===== src/usfc_pkg.sv =====
// shared constants, modes and decode helpers for the software flow control block
package usfc_pkg;
	// register indices; byte address is four times the index
	localparam logic [3:0] USFC_IDX_IER = 4'h1;
	localparam logic [3:0] USFC_IDX_FCR = 4'h2;
	localparam logic [3:0] USFC_IDX_LCR = 4'h3;
	localparam logic [3:0] USFC_IDX_RES1 = 4'h4;
	localparam logic [3:0] USFC_IDX_RES2 = 4'h5;
	localparam logic [3:0] USFC_IDX_PAU1 = 4'h6;
	localparam logic [3:0] USFC_IDX_PAU2 = 4'h7;
	localparam logic [3:0] USFC_IDX_EFR = 4'h8;
	localparam logic [3:0] USFC_IDX_MCR = 4'h9;
	localparam logic [3:0] USFC_IDX_ISR = 4'ha;
	localparam logic [3:0] USFC_IDX_IMR = 4'hb;
	localparam logic [3:0] USFC_IDX_STAT = 4'hc;
	localparam int USFC_ADDR_LSB = 2;
	// values after reset and the unlock key
	localparam logic [7:0] USFC_RST_BYTE = 8'h00;
	localparam logic [1:0] USFC_RST_INT = 2'h0;
	localparam logic [7:0] USFC_LCR_KEY = 8'hbf;
	// field positions
	localparam int USFC_EFR_ENH_BIT = 4;
	localparam int USFC_INT_PAUSE = 0;
	localparam int USFC_INT_RESUME = 1;
	// bits that only move while enhanced functions are enabled
	localparam logic [7:0] USFC_IER_ENH_MASK = 8'hf0;
	localparam logic [7:0] USFC_FCR_ENH_MASK = 8'h30;
	localparam logic [7:0] USFC_MCR_ENH_MASK = 8'he0;
	// bus responses
	localparam logic [1:0] USFC_RESP_OKAY = 2'h0;
	localparam logic [1:0] USFC_RESP_SLVERR = 2'h2;
	// receive compare modes
	typedef enum logic [2:0] {USFC_RXM_OFF, USFC_RXM_P1, USFC_RXM_P2, USFC_RXM_AND,
		USFC_RXM_OR} usfc_rxm_t;
	// transmit send modes
	typedef enum logic [1:0] {USFC_TXM_OFF, USFC_TXM_P1, USFC_TXM_P2, USFC_TXM_BOTH} usfc_txm_t;
	// select bits 1:0 and 3:2 to receive mode
	function automatic usfc_rxm_t usfc_rx_mode(input logic [3:0] sel);
		usfc_rxm_t m;
		m = USFC_RXM_OFF;
		unique case (sel[1:0])
			2'h2: m = USFC_RXM_P1;
			2'h1: m = USFC_RXM_P2;
			2'h3: m = (sel[3] == sel[2]) ? USFC_RXM_AND : USFC_RXM_OR;
			2'h0: m = USFC_RXM_OFF;
		endcase
		return m;
	endfunction : usfc_rx_mode
	// select bits 3:2 to transmit mode
	function automatic usfc_txm_t usfc_tx_mode(input logic [3:0] sel);
		usfc_txm_t m;
		m = USFC_TXM_OFF;
		unique case (sel[3:2])
			2'h3: m = USFC_TXM_BOTH;
			2'h2: m = USFC_TXM_P1;
			2'h1: m = USFC_TXM_P2;
			2'h0: m = USFC_TXM_OFF;
		endcase
		return m;
	endfunction : usfc_tx_mode
endpackage : usfc_pkg


===== src/usfc_cfg_if.sv =====
`timescale 1ns/100ps
// flow control setup handed from the register file to the data path
interface usfc_cfg_if;
	logic [3:0] flow_sel; // select field of the enhanced control register
	logic [7:0] res1; // first resume character
	logic [7:0] res2; // second resume character
	logic [7:0] pau1; // first pause character
	logic [7:0] pau2; // second pause character
	modport ctl (output flow_sel, res1, res2, pau1, pau2);
	modport use_side (input flow_sel, res1, res2, pau1, pau2);
endinterface : usfc_cfg_if


===== src/usfc_rx_match.sv =====
`timescale 1ns/100ps
// receive compare: strips flow characters, forwards the rest
module usfc_rx_match
	import usfc_pkg::*;
(
	// clock and reset
	input wire logic aclk,
	input wire logic aresetn,
	// setup
	usfc_cfg_if.use_side cfg,
	// received characters
	input wire logic in_valid,
	input wire logic [7:0] in_data,
	output logic in_ready,
	// toward the receive fifo
	output logic out_valid,
	output logic [7:0] out_data,
	// flow events, one cycle each
	output logic pause_evt,
	output logic resume_evt
);
	typedef struct packed {
		logic ready; // input may be taken
		logic pend; // byte waiting for a second pass
		logic [7:0] pend_byte;
		logic hold; // first of a two-character sequence seen
		logic hold_pause; // held byte opens a pause sequence
		logic [7:0] hold_byte;
		logic out_valid;
		logic [7:0] out_data;
		logic pause_evt;
		logic resume_evt;
	} usfc_rxs_t;
	usfc_rxs_t q, d;
	usfc_rxm_t mode;
	logic take;
	logic have;
	logic [7:0] b;
	assign mode = usfc_rx_mode(cfg.flow_sel);
	assign take = in_valid && q.ready;
	assign have = take || q.pend;
	assign b = take ? in_data : q.pend_byte;
	// classify one byte per cycle
	always_comb begin
		d = q;
		d.out_valid = 1'b0;
		d.pause_evt = 1'b0;
		d.resume_evt = 1'b0;
		d.pend = 1'b0;
		if (have) begin
			unique case (mode)
				USFC_RXM_OFF: begin
					d.out_valid = 1'b1;
					d.out_data = b;
				end
				USFC_RXM_P1, USFC_RXM_P2: begin
					if (b == ((mode == USFC_RXM_P1) ? cfg.pau1 : cfg.pau2)) d.pause_evt = 1'b1;
					else if (b == ((mode == USFC_RXM_P1) ? cfg.res1 : cfg.res2)) d.resume_evt = 1'b1;
					else begin
						d.out_valid = 1'b1;
						d.out_data = b;
					end
				end
				USFC_RXM_OR: begin
					if (b == cfg.pau1 || b == cfg.pau2) d.pause_evt = 1'b1;
					else if (b == cfg.res1 || b == cfg.res2) d.resume_evt = 1'b1;
					else begin
						d.out_valid = 1'b1;
						d.out_data = b;
					end
				end
				USFC_RXM_AND: begin
					if (q.hold) begin
						d.hold = 1'b0;
						if (b == (q.hold_pause ? cfg.pau2 : cfg.res2)) begin
							d.pause_evt = q.hold_pause;
							d.resume_evt = !q.hold_pause;
						end else begin
							// broken sequence: release the held byte, retry this one
							d.out_valid = 1'b1;
							d.out_data = q.hold_byte;
							d.pend = 1'b1;
							d.pend_byte = b;
						end
					end else if (b == cfg.pau1 || b == cfg.res1) begin
						d.hold = 1'b1;
						d.hold_pause = (b == cfg.pau1);
						d.hold_byte = b;
					end else begin
						d.out_valid = 1'b1;
						d.out_data = b;
					end
				end
			endcase
		end else if (q.hold && mode != USFC_RXM_AND) begin
			// mode changed under a held byte: pass it on
			d.hold = 1'b0;
			d.out_valid = 1'b1;
			d.out_data = q.hold_byte;
		end
		d.ready = !(take || d.pend);
	end
	// state register
	always_ff @(posedge aclk) begin
		if (!aresetn) q <= '0;
		else q <= d;
	end
	assign in_ready = q.ready;
	assign out_valid = q.out_valid;
	assign out_data = q.out_data;
	assign pause_evt = q.pause_evt;
	assign resume_evt = q.resume_evt;
endmodule : usfc_rx_match


===== src/usfc_tx_flow.sv =====
`timescale 1ns/100ps
// sends pause or resume characters as the receive fifo crosses its trigger level
module usfc_tx_flow
	import usfc_pkg::*;
(
	// clock and reset
	input wire logic aclk,
	input wire logic aresetn,
	// setup
	usfc_cfg_if.use_side cfg,
	// receive fifo at or above trigger level
	input wire logic at_trigger,
	// toward the transmitter
	output logic out_valid,
	output logic [7:0] out_data,
	input wire logic out_ready
);
	typedef struct packed {
		logic sent_pause; // far end last told to pause
		logic is_pause; // sequence under way is a pause
		logic second; // second character of the pair on offer
		logic valid;
		logic [7:0] data;
	} usfc_txs_t;
	usfc_txs_t q, d;
	usfc_txm_t mode;
	assign mode = usfc_tx_mode(cfg.flow_sel);
	// sequence one or two characters per level change
	always_comb begin
		d = q;
		if (q.valid) begin
			if (out_ready) begin
				if (mode == USFC_TXM_BOTH && !q.second) begin
					d.second = 1'b1;
					d.data = q.is_pause ? cfg.pau2 : cfg.res2;
				end else begin
					d.valid = 1'b0;
					d.sent_pause = q.is_pause;
				end
			end
		end else if (mode == USFC_TXM_OFF) begin
			d.sent_pause = 1'b0; // nothing sent while disabled
		end else if (at_trigger != q.sent_pause) begin
			d.valid = 1'b1;
			d.is_pause = at_trigger;
			d.second = 1'b0;
			if (mode == USFC_TXM_P2) d.data = at_trigger ? cfg.pau2 : cfg.res2;
			else d.data = at_trigger ? cfg.pau1 : cfg.res1;
		end
	end
	// state register
	always_ff @(posedge aclk) begin
		if (!aresetn) q <= '0;
		else q <= d;
	end
	assign out_valid = q.valid;
	assign out_data = q.data;
endmodule : usfc_tx_flow


===== src/usfc_top.sv =====
// Our own choice: the AXI4-Lite interface to the registers.
`timescale 1ns/100ps
// Notes on behaviour
// - enhanced enable lets upper control bits change
// - clearing enable freezes the enhanced bits
// - reset clears enhanced bits and enable
// - select 1:0 picks pair, zero disables
// - both-ones select: bits 3:2 pick and/or
// - select 3:2 picks characters transmitted
// - select field resets to zero
// - four character registers, only behind key
// - matched characters dropped, pause or resume interrupt raised
module usfc_top
	import usfc_pkg::*;
#(
	parameter int AXI_AW = 6 // address width
) (
	// clock and reset
	input wire logic aclk,
	input wire logic aresetn,
	// axi4-lite write address
	input wire logic [AXI_AW-1:0] s_axi_awaddr,
	input wire logic s_axi_awvalid,
	output logic s_axi_awready,
	// axi4-lite write data
	input wire logic [31:0] s_axi_wdata,
	input wire logic [3:0] s_axi_wstrb,
	input wire logic s_axi_wvalid,
	output logic s_axi_wready,
	// axi4-lite write response
	output logic [1:0] s_axi_bresp,
	output logic s_axi_bvalid,
	input wire logic s_axi_bready,
	// axi4-lite read address
	input wire logic [AXI_AW-1:0] s_axi_araddr,
	input wire logic s_axi_arvalid,
	output logic s_axi_arready,
	// axi4-lite read data
	output logic [31:0] s_axi_rdata,
	output logic [1:0] s_axi_rresp,
	output logic s_axi_rvalid,
	input wire logic s_axi_rready,
	// received characters from the shift register
	input wire logic rx_char_valid,
	input wire logic [7:0] rx_char_data,
	output logic rx_char_ready,
	// characters kept for the receive fifo
	output logic rxf_valid,
	output logic [7:0] rxf_data,
	// receive fifo level at or above trigger
	input wire logic rx_at_trigger,
	// flow characters toward the transmitter
	output logic tx_flow_valid,
	output logic [7:0] tx_flow_data,
	input wire logic tx_flow_ready,
	// transmitter stops at its next character boundary
	output logic tx_suspend,
	// control bits for the rest of the channel
	output logic [7:0] interrupt_enable_bits,
	output logic [7:0] fifo_control_bits,
	output logic [7:0] modem_control_bits,
	output logic [7:0] line_control_bits,
	// interrupt
	output logic irq
);
	// all register and bus state
	typedef struct packed {
		logic aw_have; // write address captured
		logic [3:0] aw_idx;
		logic w_have; // write data captured
		logic [7:0] w_byte;
		logic w_lane0; // low byte lane enabled
		logic bvalid;
		logic [1:0] bresp;
		logic rvalid;
		logic [7:0] rdata;
		logic [1:0] rresp;
		logic [7:0] interrupt_enable_reg; // interrupt enable bits
		logic [7:0] fifo_control_reg; // fifo control bits
		logic [7:0] line_control_reg; // line control, holds the key
		logic [7:0] modem_control_reg; // modem control bits
		logic [7:0] enhanced_feature_ctrl; // enhanced feature control
		logic [7:0] res1;
		logic [7:0] res2;
		logic [7:0] pau1;
		logic [7:0] pau2;
		logic [1:0] isr; // sticky event bits
		logic [1:0] imr; // interrupt mask, one enables
		logic paused; // far end asked us to stop
		logic irq;
	} usfc_regs_t;
	usfc_regs_t q, d;
	// data path wiring
	usfc_cfg_if cfg ();
	logic pause_evt; // pause sequence recognised
	logic resume_evt; // resume sequence recognised
	logic wr_go; // both halves of a write present
	logic rd_take; // read address taken this cycle
	logic [3:0] ar_idx; // read index
	logic enh; // enhanced functions open

	// an index answers if it exists and, for characters, the key is in place
	function automatic logic usfc_mapped(input logic [3:0] idx, input logic [7:0] line_control_reg);
		logic ok;
		ok = 1'b0;
		unique case (idx)
			USFC_IDX_IER, USFC_IDX_FCR, USFC_IDX_LCR, USFC_IDX_EFR, USFC_IDX_MCR,
			USFC_IDX_ISR, USFC_IDX_IMR, USFC_IDX_STAT: ok = 1'b1;
			USFC_IDX_RES1, USFC_IDX_RES2, USFC_IDX_PAU1, USFC_IDX_PAU2:
				ok = (line_control_reg == USFC_LCR_KEY);
			default: ok = 1'b0;
		endcase
		return ok;
	endfunction : usfc_mapped

	// write that keeps locked bits when enhanced functions are closed
	function automatic logic [7:0] usfc_merge(input logic [7:0] old, input logic [7:0] nw,
		input logic [7:0] lock, input logic open);
		logic [7:0] keep;
		keep = open ? 8'h00 : lock;
		return (old & keep) | (nw & ~keep);
	endfunction : usfc_merge

	assign enh = q.enhanced_feature_ctrl[USFC_EFR_ENH_BIT];
	assign wr_go = q.aw_have && q.w_have && !q.bvalid;
	assign rd_take = s_axi_arvalid && !q.rvalid;
	assign ar_idx = s_axi_araddr[USFC_ADDR_LSB+3:USFC_ADDR_LSB];

	// setup for the compare and send paths
	assign cfg.flow_sel = q.enhanced_feature_ctrl[3:0];
	assign cfg.res1 = q.res1;
	assign cfg.res2 = q.res2;
	assign cfg.pau1 = q.pau1;
	assign cfg.pau2 = q.pau2;

	// next state of bus channels and registers
	always_comb begin
		d = q;
		// capture write address
		if (s_axi_awvalid && !q.aw_have && !q.bvalid) begin
			d.aw_have = 1'b1;
			d.aw_idx = s_axi_awaddr[USFC_ADDR_LSB+3:USFC_ADDR_LSB];
		end
		// capture write data
		if (s_axi_wvalid && !q.w_have && !q.bvalid) begin
			d.w_have = 1'b1;
			d.w_byte = s_axi_wdata[7:0];
			d.w_lane0 = s_axi_wstrb[0];
		end
		// retire the response
		if (q.bvalid && s_axi_bready) d.bvalid = 1'b0;
		// perform the write once both halves are in
		if (wr_go) begin
			d.aw_have = 1'b0;
			d.w_have = 1'b0;
			d.bvalid = 1'b1;
			d.bresp = usfc_mapped(q.aw_idx, q.line_control_reg) ? USFC_RESP_OKAY : USFC_RESP_SLVERR;
			if (q.w_lane0 && usfc_mapped(q.aw_idx, q.line_control_reg)) begin
				unique case (q.aw_idx)
					USFC_IDX_IER: d.interrupt_enable_reg = usfc_merge(q.interrupt_enable_reg, q.w_byte, USFC_IER_ENH_MASK, enh);
					USFC_IDX_FCR: d.fifo_control_reg = usfc_merge(q.fifo_control_reg, q.w_byte, USFC_FCR_ENH_MASK, enh);
					USFC_IDX_MCR: d.modem_control_reg = usfc_merge(q.modem_control_reg, q.w_byte, USFC_MCR_ENH_MASK, enh);
					USFC_IDX_LCR: d.line_control_reg = q.w_byte;
					USFC_IDX_EFR: d.enhanced_feature_ctrl = q.w_byte;
					USFC_IDX_RES1: d.res1 = q.w_byte;
					USFC_IDX_RES2: d.res2 = q.w_byte;
					USFC_IDX_PAU1: d.pau1 = q.w_byte;
					USFC_IDX_PAU2: d.pau2 = q.w_byte;
					USFC_IDX_IMR: d.imr = q.w_byte[1:0];
					USFC_IDX_ISR: d.isr = q.isr & ~q.w_byte[1:0]; // write one clears
					default: d.bresp = USFC_RESP_OKAY; // status ignores writes
				endcase
			end
		end
		// read channel
		if (q.rvalid && s_axi_rready) d.rvalid = 1'b0;
		if (rd_take) begin
			d.rvalid = 1'b1;
			d.rresp = usfc_mapped(ar_idx, q.line_control_reg) ? USFC_RESP_OKAY : USFC_RESP_SLVERR;
			d.rdata = USFC_RST_BYTE;
			if (usfc_mapped(ar_idx, q.line_control_reg)) begin
				unique case (ar_idx)
					USFC_IDX_IER: d.rdata = q.interrupt_enable_reg;
					USFC_IDX_FCR: d.rdata = q.fifo_control_reg;
					USFC_IDX_LCR: d.rdata = q.line_control_reg;
					USFC_IDX_MCR: d.rdata = q.modem_control_reg;
					USFC_IDX_EFR: d.rdata = q.enhanced_feature_ctrl;
					USFC_IDX_RES1: d.rdata = q.res1;
					USFC_IDX_RES2: d.rdata = q.res2;
					USFC_IDX_PAU1: d.rdata = q.pau1;
					USFC_IDX_PAU2: d.rdata = q.pau2;
					USFC_IDX_ISR: d.rdata = {6'h00, q.isr};
					USFC_IDX_IMR: d.rdata = {6'h00, q.imr};
					default: d.rdata = {7'h00, q.paused};
				endcase
			end
		end
		// events set their sticky bits; a set beats a clear in the same cycle
		if (pause_evt) d.isr[USFC_INT_PAUSE] = 1'b1;
		if (resume_evt) d.isr[USFC_INT_RESUME] = 1'b1;
		// transmitter hold follows the last flow event
		if (pause_evt) d.paused = 1'b1;
		else if (resume_evt) d.paused = 1'b0;
		d.irq = |(d.isr & d.imr);
	end

	// register stage; reset clears every control bit and the select field
	always_ff @(posedge aclk) begin
		if (!aresetn) begin
			q <= '0;
			q.interrupt_enable_reg <= USFC_RST_BYTE;
			q.enhanced_feature_ctrl <= USFC_RST_BYTE;
			q.isr <= USFC_RST_INT;
		end else begin
			q <= d;
		end
	end

	// receive compare path
	usfc_rx_match u_rx (
		.aclk(aclk),
		.aresetn(aresetn),
		.cfg(cfg.use_side),
		.in_valid(rx_char_valid),
		.in_data(rx_char_data),
		.in_ready(rx_char_ready),
		.out_valid(rxf_valid),
		.out_data(rxf_data),
		.pause_evt(pause_evt),
		.resume_evt(resume_evt)
	);

	// flow character sender
	usfc_tx_flow u_tx (
		.aclk(aclk),
		.aresetn(aresetn),
		.cfg(cfg.use_side),
		.at_trigger(rx_at_trigger),
		.out_valid(tx_flow_valid),
		.out_data(tx_flow_data),
		.out_ready(tx_flow_ready)
	);

	// outputs straight from the register stage
	assign s_axi_awready = !q.aw_have && !q.bvalid;
	assign s_axi_wready = !q.w_have && !q.bvalid;
	assign s_axi_bvalid = q.bvalid;
	assign s_axi_bresp = q.bresp;
	assign s_axi_arready = !q.rvalid;
	assign s_axi_rvalid = q.rvalid;
	assign s_axi_rdata = {24'h000000, q.rdata};
	assign s_axi_rresp = q.rresp;
	assign tx_suspend = q.paused;
	assign interrupt_enable_bits = q.interrupt_enable_reg;
	assign fifo_control_bits = q.fifo_control_reg;
	assign modem_control_bits = q.modem_control_reg;
	assign line_control_bits = q.line_control_reg;
	assign irq = q.irq;
endmodule : usfc_top


===== config.mk =====
export PLATFORM = sky130hd
export DESIGN_NAME = usfc_top
export DESIGN_NICKNAME = d
export VERILOG_FILES = /design/src/usfc_pkg.sv /design/src/usfc_cfg_if.sv /design/src/usfc_rx_match.sv /design/src/usfc_tx_flow.sv /design/src/usfc_top.sv
export SDC_FILE = /design/constraint.sdc
export NUM_CORES = 1
export LEC_CHECK = 0
export BUFFER_PORTS_ARGS = -buffer_cell sky130_fd_sc_hd__buf_2
export CORE_MARGIN = 10
export CORE_UTILIZATION = 30
export CTS_BUF_LIST = sky130_fd_sc_hd__clkbuf_4
export CTS_CLUSTER_DIAMETER = 30
export DETAILED_ROUTE_END_ITERATION = 12
export PLACE_DENSITY_LB_ADDON = 0.12
export SLEW_MARGIN = 20
export SYNTH_ARGS = -nofsm -noshare
export SYNTH_HDL_FRONTEND = slang
export SYNTH_SLANG_ARGS = --single-unit

===== constraint.sdc =====
create_clock -name aclk -period 8.3 [get_ports aclk]
set_input_delay 0.415 -clock aclk [delete_from_list [all_inputs] [get_ports aclk]]
set_output_delay 0.415 -clock aclk [all_outputs]
set_load 0.01 [all_outputs]

After elaboration in Yosys (flattened, before gate mapping)
Index checks and enable logic that the tools add are counted.

Reduce and logical (&&, ||, !) cells: 62. Equal/unequal tests: 58. Bitwise gates (word level): 20. Muxes and demuxes: 75.

Operators by type and width (count): $mux W9 (13); $mux W8 (12); $pmux W8 S11 (1); $eq A8 B8 Y1 (7); $mux W10 (5); $and A8 B8 Y8 (5); $eq A4 B4 Y1 const B (10); $pmux W9 S4 (1); $reduce_and A3 Y1 (11); $eq A4 B3 Y1 const B (8); $or A8 B8 Y8 (3); $mux W1 (23); $mux W19 (1); $eq A4 B2 Y1 const B (4); $mux W2 (8); $not A8 Y8 (2); $reduce_or A8 Y1 (2); $logic_and A1 B1 Y1 (15); $eq A2 B2 Y1 const B (6); $ne A3 B3 Y1 const B (4); $pmux W3 S4 (1); $reduce_and A4 Y1 (3); $reduce_bool A2 Y1 (6); $mux W11 (1); 33 further kinds (63).

Output and inout bits: 94. Bits in registers: 150. Word-level logic and storage cells: 253. Bits of input ports: 66.

Logic depth before layout (Yosys ltp)
Word-level depth: 10. Depth in mapped cells: 13. Mapped depth without buffers: 11.

Hierarchy
Synthesis repeated with hierarchy kept, for this count alone.

Cell total of the unflattened synthesis: 1074. Area total of the unflattened synthesis: 9118.7 um^2.

By module, submodules not included: usfc_top (sequential area each 2102.0 um^2, times used 1, cells an instance 619, area an instance 5320.1 um^2); usfc_rx_match (sequential area each 620.6 um^2, times used 1, cells an instance 356, area an instance 2842.7 um^2); usfc_tx_flow (sequential area each 240.2 um^2, times used 1, cells an instance 99, area an instance 955.9 um^2).

Least setup slack after synthesis
OpenSTA, ideal clock, no wires.

Path kind: reg-to-reg. Start: register q, in the netlist cfg.flow_sel[0]. End: register u_rx.q, in the netlist u_rx.out_data[0]. Arrival time: 2624 ps. Slack: 5533 ps. Data required time: 8157 ps. Path buffers: 2. Period minus slack after synthesis: 2767 ps. Setup time: 143 ps. Cell stages (with the launch flop): 13. Cells stage by stage: dfxtp_1 -> inv_1 -> ha_1 -> buf_2 -> buf_2 -> mux2i_1 -> xnor2_1 -> nor4_1 -> a211o_1 -> nand2_1 -> o31ai_4 -> a2bb2oi_2 -> a211oi_2.

Longest elaborated chain between the ends: 7. Elaborated cells between the ends (all ways): 27. Those cells by class: eq/ne: 16; mux: 5; reduce/logical: 6.

RTL lines: from (decl) (line usfc_top.sv:92) `usfc_regs_t q, d;`; $eq A2 B2 Y1 (tied with other cells) (line usfc_pkg.sv:41) `unique case (sel[1:0])`; $pmux W3 S4 (*) (line usfc_pkg.sv:41); $eq A3 B1 Y1 (line usfc_rx_match.sv:51, usfc_rx_match.sv:57, usfc_rx_match.sv:58); $mux W8 (on tied branches) (line usfc_rx_match.sv:57, usfc_rx_match.sv:58); $eq A8 B8 Y1 (on tied branches) (line usfc_rx_match.sv:57, usfc_rx_match.sv:58); $ne A3 B3 Y1 (no source line); $reduce_and A7 Y1 (no source line); to (signal assigned) (line usfc_rx_match.sv:105) `if (!aresetn) q <= '0;`; to (signal assigned) (line usfc_rx_match.sv:106) `else q <= d;`; to (decl) (line usfc_rx_match.sv:34) `usfc_rxs_t q, d;`.

Every way passes the cells marked *; elsewhere a longest branch is shown, timed or not. A chain may end at the register's enable or synchronous reset.

Worst setup path in the final report
Start: register q, in the netlist cfg.flow_sel[0]. End: register u_rx.q, in the netlist u_rx.out_data[6].

Same word-level chain as after synthesis.

==> out/metrics.cfg <==
[sta]
fin_worst_skew_ps=33.2
rsz0062_at_grt=no
tightest_slew_ps=1040
setup_viol=0
maxSlewViolCount=0
slew_headroom_pct=30.4
hold_viol_final=0
fmax_ghz=0.262
period_share_pct=45.9
fin_tns_setup_ps=0
period_needed_ps=3810

[setup_path]
cp.arrival_ps=4270
worstSetupStartpointType=register
path_cells=inv_1 -> ha_1 -> mux2_2 -> nand3_1 -> nand4b_1 -> a2111oi_4 -> a211o_1 -> nand2_1 -> o31ai_4 -> a2bb2oi_2 -> a211oi_2
worst_setup_path_end_kind=register
cp_slowest_cell=ha_1
critPathKind=register to register
critPathRequiredTime_ps=8760
critPathMaxStageDelay_ps=850
cp_max_fo=18

[global_routing]
grt_max_degree=59
grt_busiest_layer=met2
grt_use_met3_pct=3.56
antenna_found_initial=2
grt_pass1_vias=7585
grt_util_all_layers_pct=16.7
grt_pass1_wl_um=49200
gr-total-overflow=0
grt_util_met1_pct=21.6
use_met2_pct=27.5

[finish]
area_delta_synth_final_pct=6.10
drive_gt1_share_pct=18.9
nNetsFinal=1155
final_cells=1487
fill_cells=3212

[logic_synthesis]
async_flop_share_pct=0
synth_top_flop_cell=dfxtp_1
ys_types=85
ys_seq_area_share_pct=32.3
synth_warnings=0
netlist_area_mm2=0.00917
netlist.area_leader.share_pct=32.3
synth-edff-count=0
ys_top_cells_by_area=dfxtp_1 (32%), mux2i_1 (11%), buf_4 (6.9%), nor2_1 (6.5%), a21oi_1 (4.5%)
synthTopCellsByCount=nor2_1 (159), dfxtp_1 (148), mux2i_1 (102), buf_4 (84), a21oi_1 (83)
synth_most_common_cell=nor2_1
ys_seq_elements=148
avgSynthCellArea_um2=8.43
synth_cells=1088
yosysTopAreaCell=dfxtp_1

[drt]
post_drt_wl_per_cell_um=22.0
wl_um=32700
drt_iter0_drc=522
drtPass1Iterations=5
num_vias=7688
ant_nets=0
vias_per_cell=5.17
drc=0

[clock_network]
cts_tree=done
cts-root-buf=clkbuf_4
clkTransAtPathRegs_ps=180
cts_setup_buffers=0
cts_buffers=17
numClockSinks=148
cts_buffer_depth=2
cts_max_level=4
insertion_delay_ps=590

[power]
internal_power_uw=968
swShare_pct=31.7
power.leakage_nw=3.87
p_switching_uw=450
clkPwrFrac_pct=37.7
share_comb_of_total_power_pct=10.0
power_density_mw_per_mm2=146
pwr-share-seq_pct=52.4
ir_worst_vdd_mv=0.0940

[floorplanning]
std_cell_rows=63
fp.coreArea_mm2=0.0299
ioPinCount=160
start_util_pct=30.7
fp.dieW_um=195
die_area_mm2=0.0380
die_h_um=195

[place]
io_buffers=102
dp_hpwl_um=23300
place_inst=1447
gp_congestion=0.958

[hold_path]
min_path_type=primary input to register

[run]
drv_cap=0

[status]
status=completed

==> layout make-up <==
cell class	instances	area (µm²)	area share (%)
clock buffers	17	128	1.31
flip-flops and latches	148	2960	30.4
inverters	34	130	1.34
clock inverters	15	216	2.22
multi-input cells	768	5190	53.4
well taps	390	488	5.01
diodes	2	5.00	0.0514
repair buffers	113	608	6.25
==> registers in the layout, indices dropped and copies added (netlist names), 5 cells and up, named ones only <==
name and cells:
q 22, u_rx.q 19, cfg.pau1 8, cfg.pau2 8
cfg.res1 8, cfg.res2 8, line_control_bits 8, s_axi_rdata 8
u_rx.out_data 8, u_tx.out_data 8, fifo_control_bits 6, modem_control_bits 5
==> layer usage <==
metal	up-vias	share of wire (%)
met4	2	1.6
met1	3711	46
met2	225	47
met3	33	5.0
met5	-	0.037
li1	3717	-
==> logic make-up after synthesis <==
kind of cell	count (synthesis)	share of synthesized area [%]
mux	124	14.8
compound gates	227	18.4
simple gates	352	18.3
other cells	1	0.0409
buf+inv	197	12.1
fa+ha+maj	7	0.955
flops	148	32.3
xor+xnor	32	3.06
==> placed cells by master, fill, tap and decap left out, types with 5 or more instances in the layout <==
| cell | synthesis | final |
|---|---|---|
| a211oi_1 | 12 | 12 |
| a211oi_2 | 9 | 9 |
| a21boi_1 | 6 | 6 |
| a21oi_1 | 83 | 83 |
| a22oi_1 | 19 | 19 |
| a2bb2oi_2 | 8 | 8 |
| a32oi_1 | 7 | 7 |
| and2_1 | 10 | 10 |
| and3_1 | 6 | 6 |
| buf_2 | 6 | 102 |
| buf_4 | 84 | 5 |
| clkbuf_4 | 0 | 17 |
| clkinv_8 | 0 | 5 |
| conb_1 | 1 | 26 |
| dfxtp_1 | 148 | 148 |
| dlygate4sd3_1 | 0 | 6 |
| ha_1 | 7 | 7 |
| inv_1 | 33 | 33 |
| mux2_2 | 14 | 14 |
| mux2i_1 | 102 | 102 |
| mux4_2 | 8 | 8 |
| nand2_1 | 66 | 66 |
| nand2b_1 | 12 | 12 |
| nand3_1 | 29 | 29 |
| nand4_1 | 5 | 5 |
| nand4b_1 | 5 | 5 |
| nor2_1 | 159 | 159 |
| nor2b_1 | 13 | 13 |
| nor3_1 | 11 | 11 |
| o21ai_0 | 13 | 12 |
| o221ai_1 | 12 | 12 |
| o22ai_1 | 12 | 12 |
| xnor2_1 | 18 | 18 |
| xor2_1 | 14 | 14 |
==> power groups by stage <==
stage	logic, mW	registers (mW)	clock network, mW
floorplan	0.119	0.741	0
global placement	0.138	0.758	0
detailed placement	0.138	0.758	0
CTS	0.140	0.743	0.554
global route	0.155	0.746	0.581
finish	0.141	0.742	0.534
==> path summary, 6_finish.rpt <==
kind | start | slack, ps | depth (start not counted) | end
setup / recovery | cfg.flow_sel[0] | 4490 | 11 | u_rx.out_data[6]
hold / removal | s_axi_wstrb[0] | 50 | 3 | q[92]
setup reg to reg | cfg.flow_sel[0] | 4490 | 11 | u_rx.out_data[6]
hold reg to reg | q[92] | 480 | 2 | q[92]
==> what timing repair did <==
item / 4_1_cts / 5_1_grt
setup endpoints to repair: 0 / 0
resized for setup: 0 / 0
endpoints found under the hold margin: 4 / 2
hold buffers: 4 / 2
==> through the flow <==
| stage | power, mW | setup slack [ps] | util (%) | hold slack, ps | area, µm² |
|---|---|---|---|---|---|
| finish | 1.42 | 4490 | 32.6 | 47.8 | 9730 |
| global placement | 0.896 | 4570 | 31.2 | 457 | 9320 |
| floorplan | 0.860 | 5530 | - | 437 | 9270 |
| CTS | 1.44 | 4540 | 32.5 | 1.23 | 9710 |
| detailed placement | 0.896 | 4590 | 31.2 | 462 | 9320 |
| global route | 1.48 | 4280 | 32.6 | 0.0647 | 9730 |
==> critical path, delay by kind of cell, from the launching register on <==
family	cells	cell delay, ps
compound gates	5	1530
fa+ha+maj	1	850
buf+inv	1	120
flops	1	420
mux	1	440
simple gates	3	320
No activity file was read; power rests on OpenSTA's default activity.
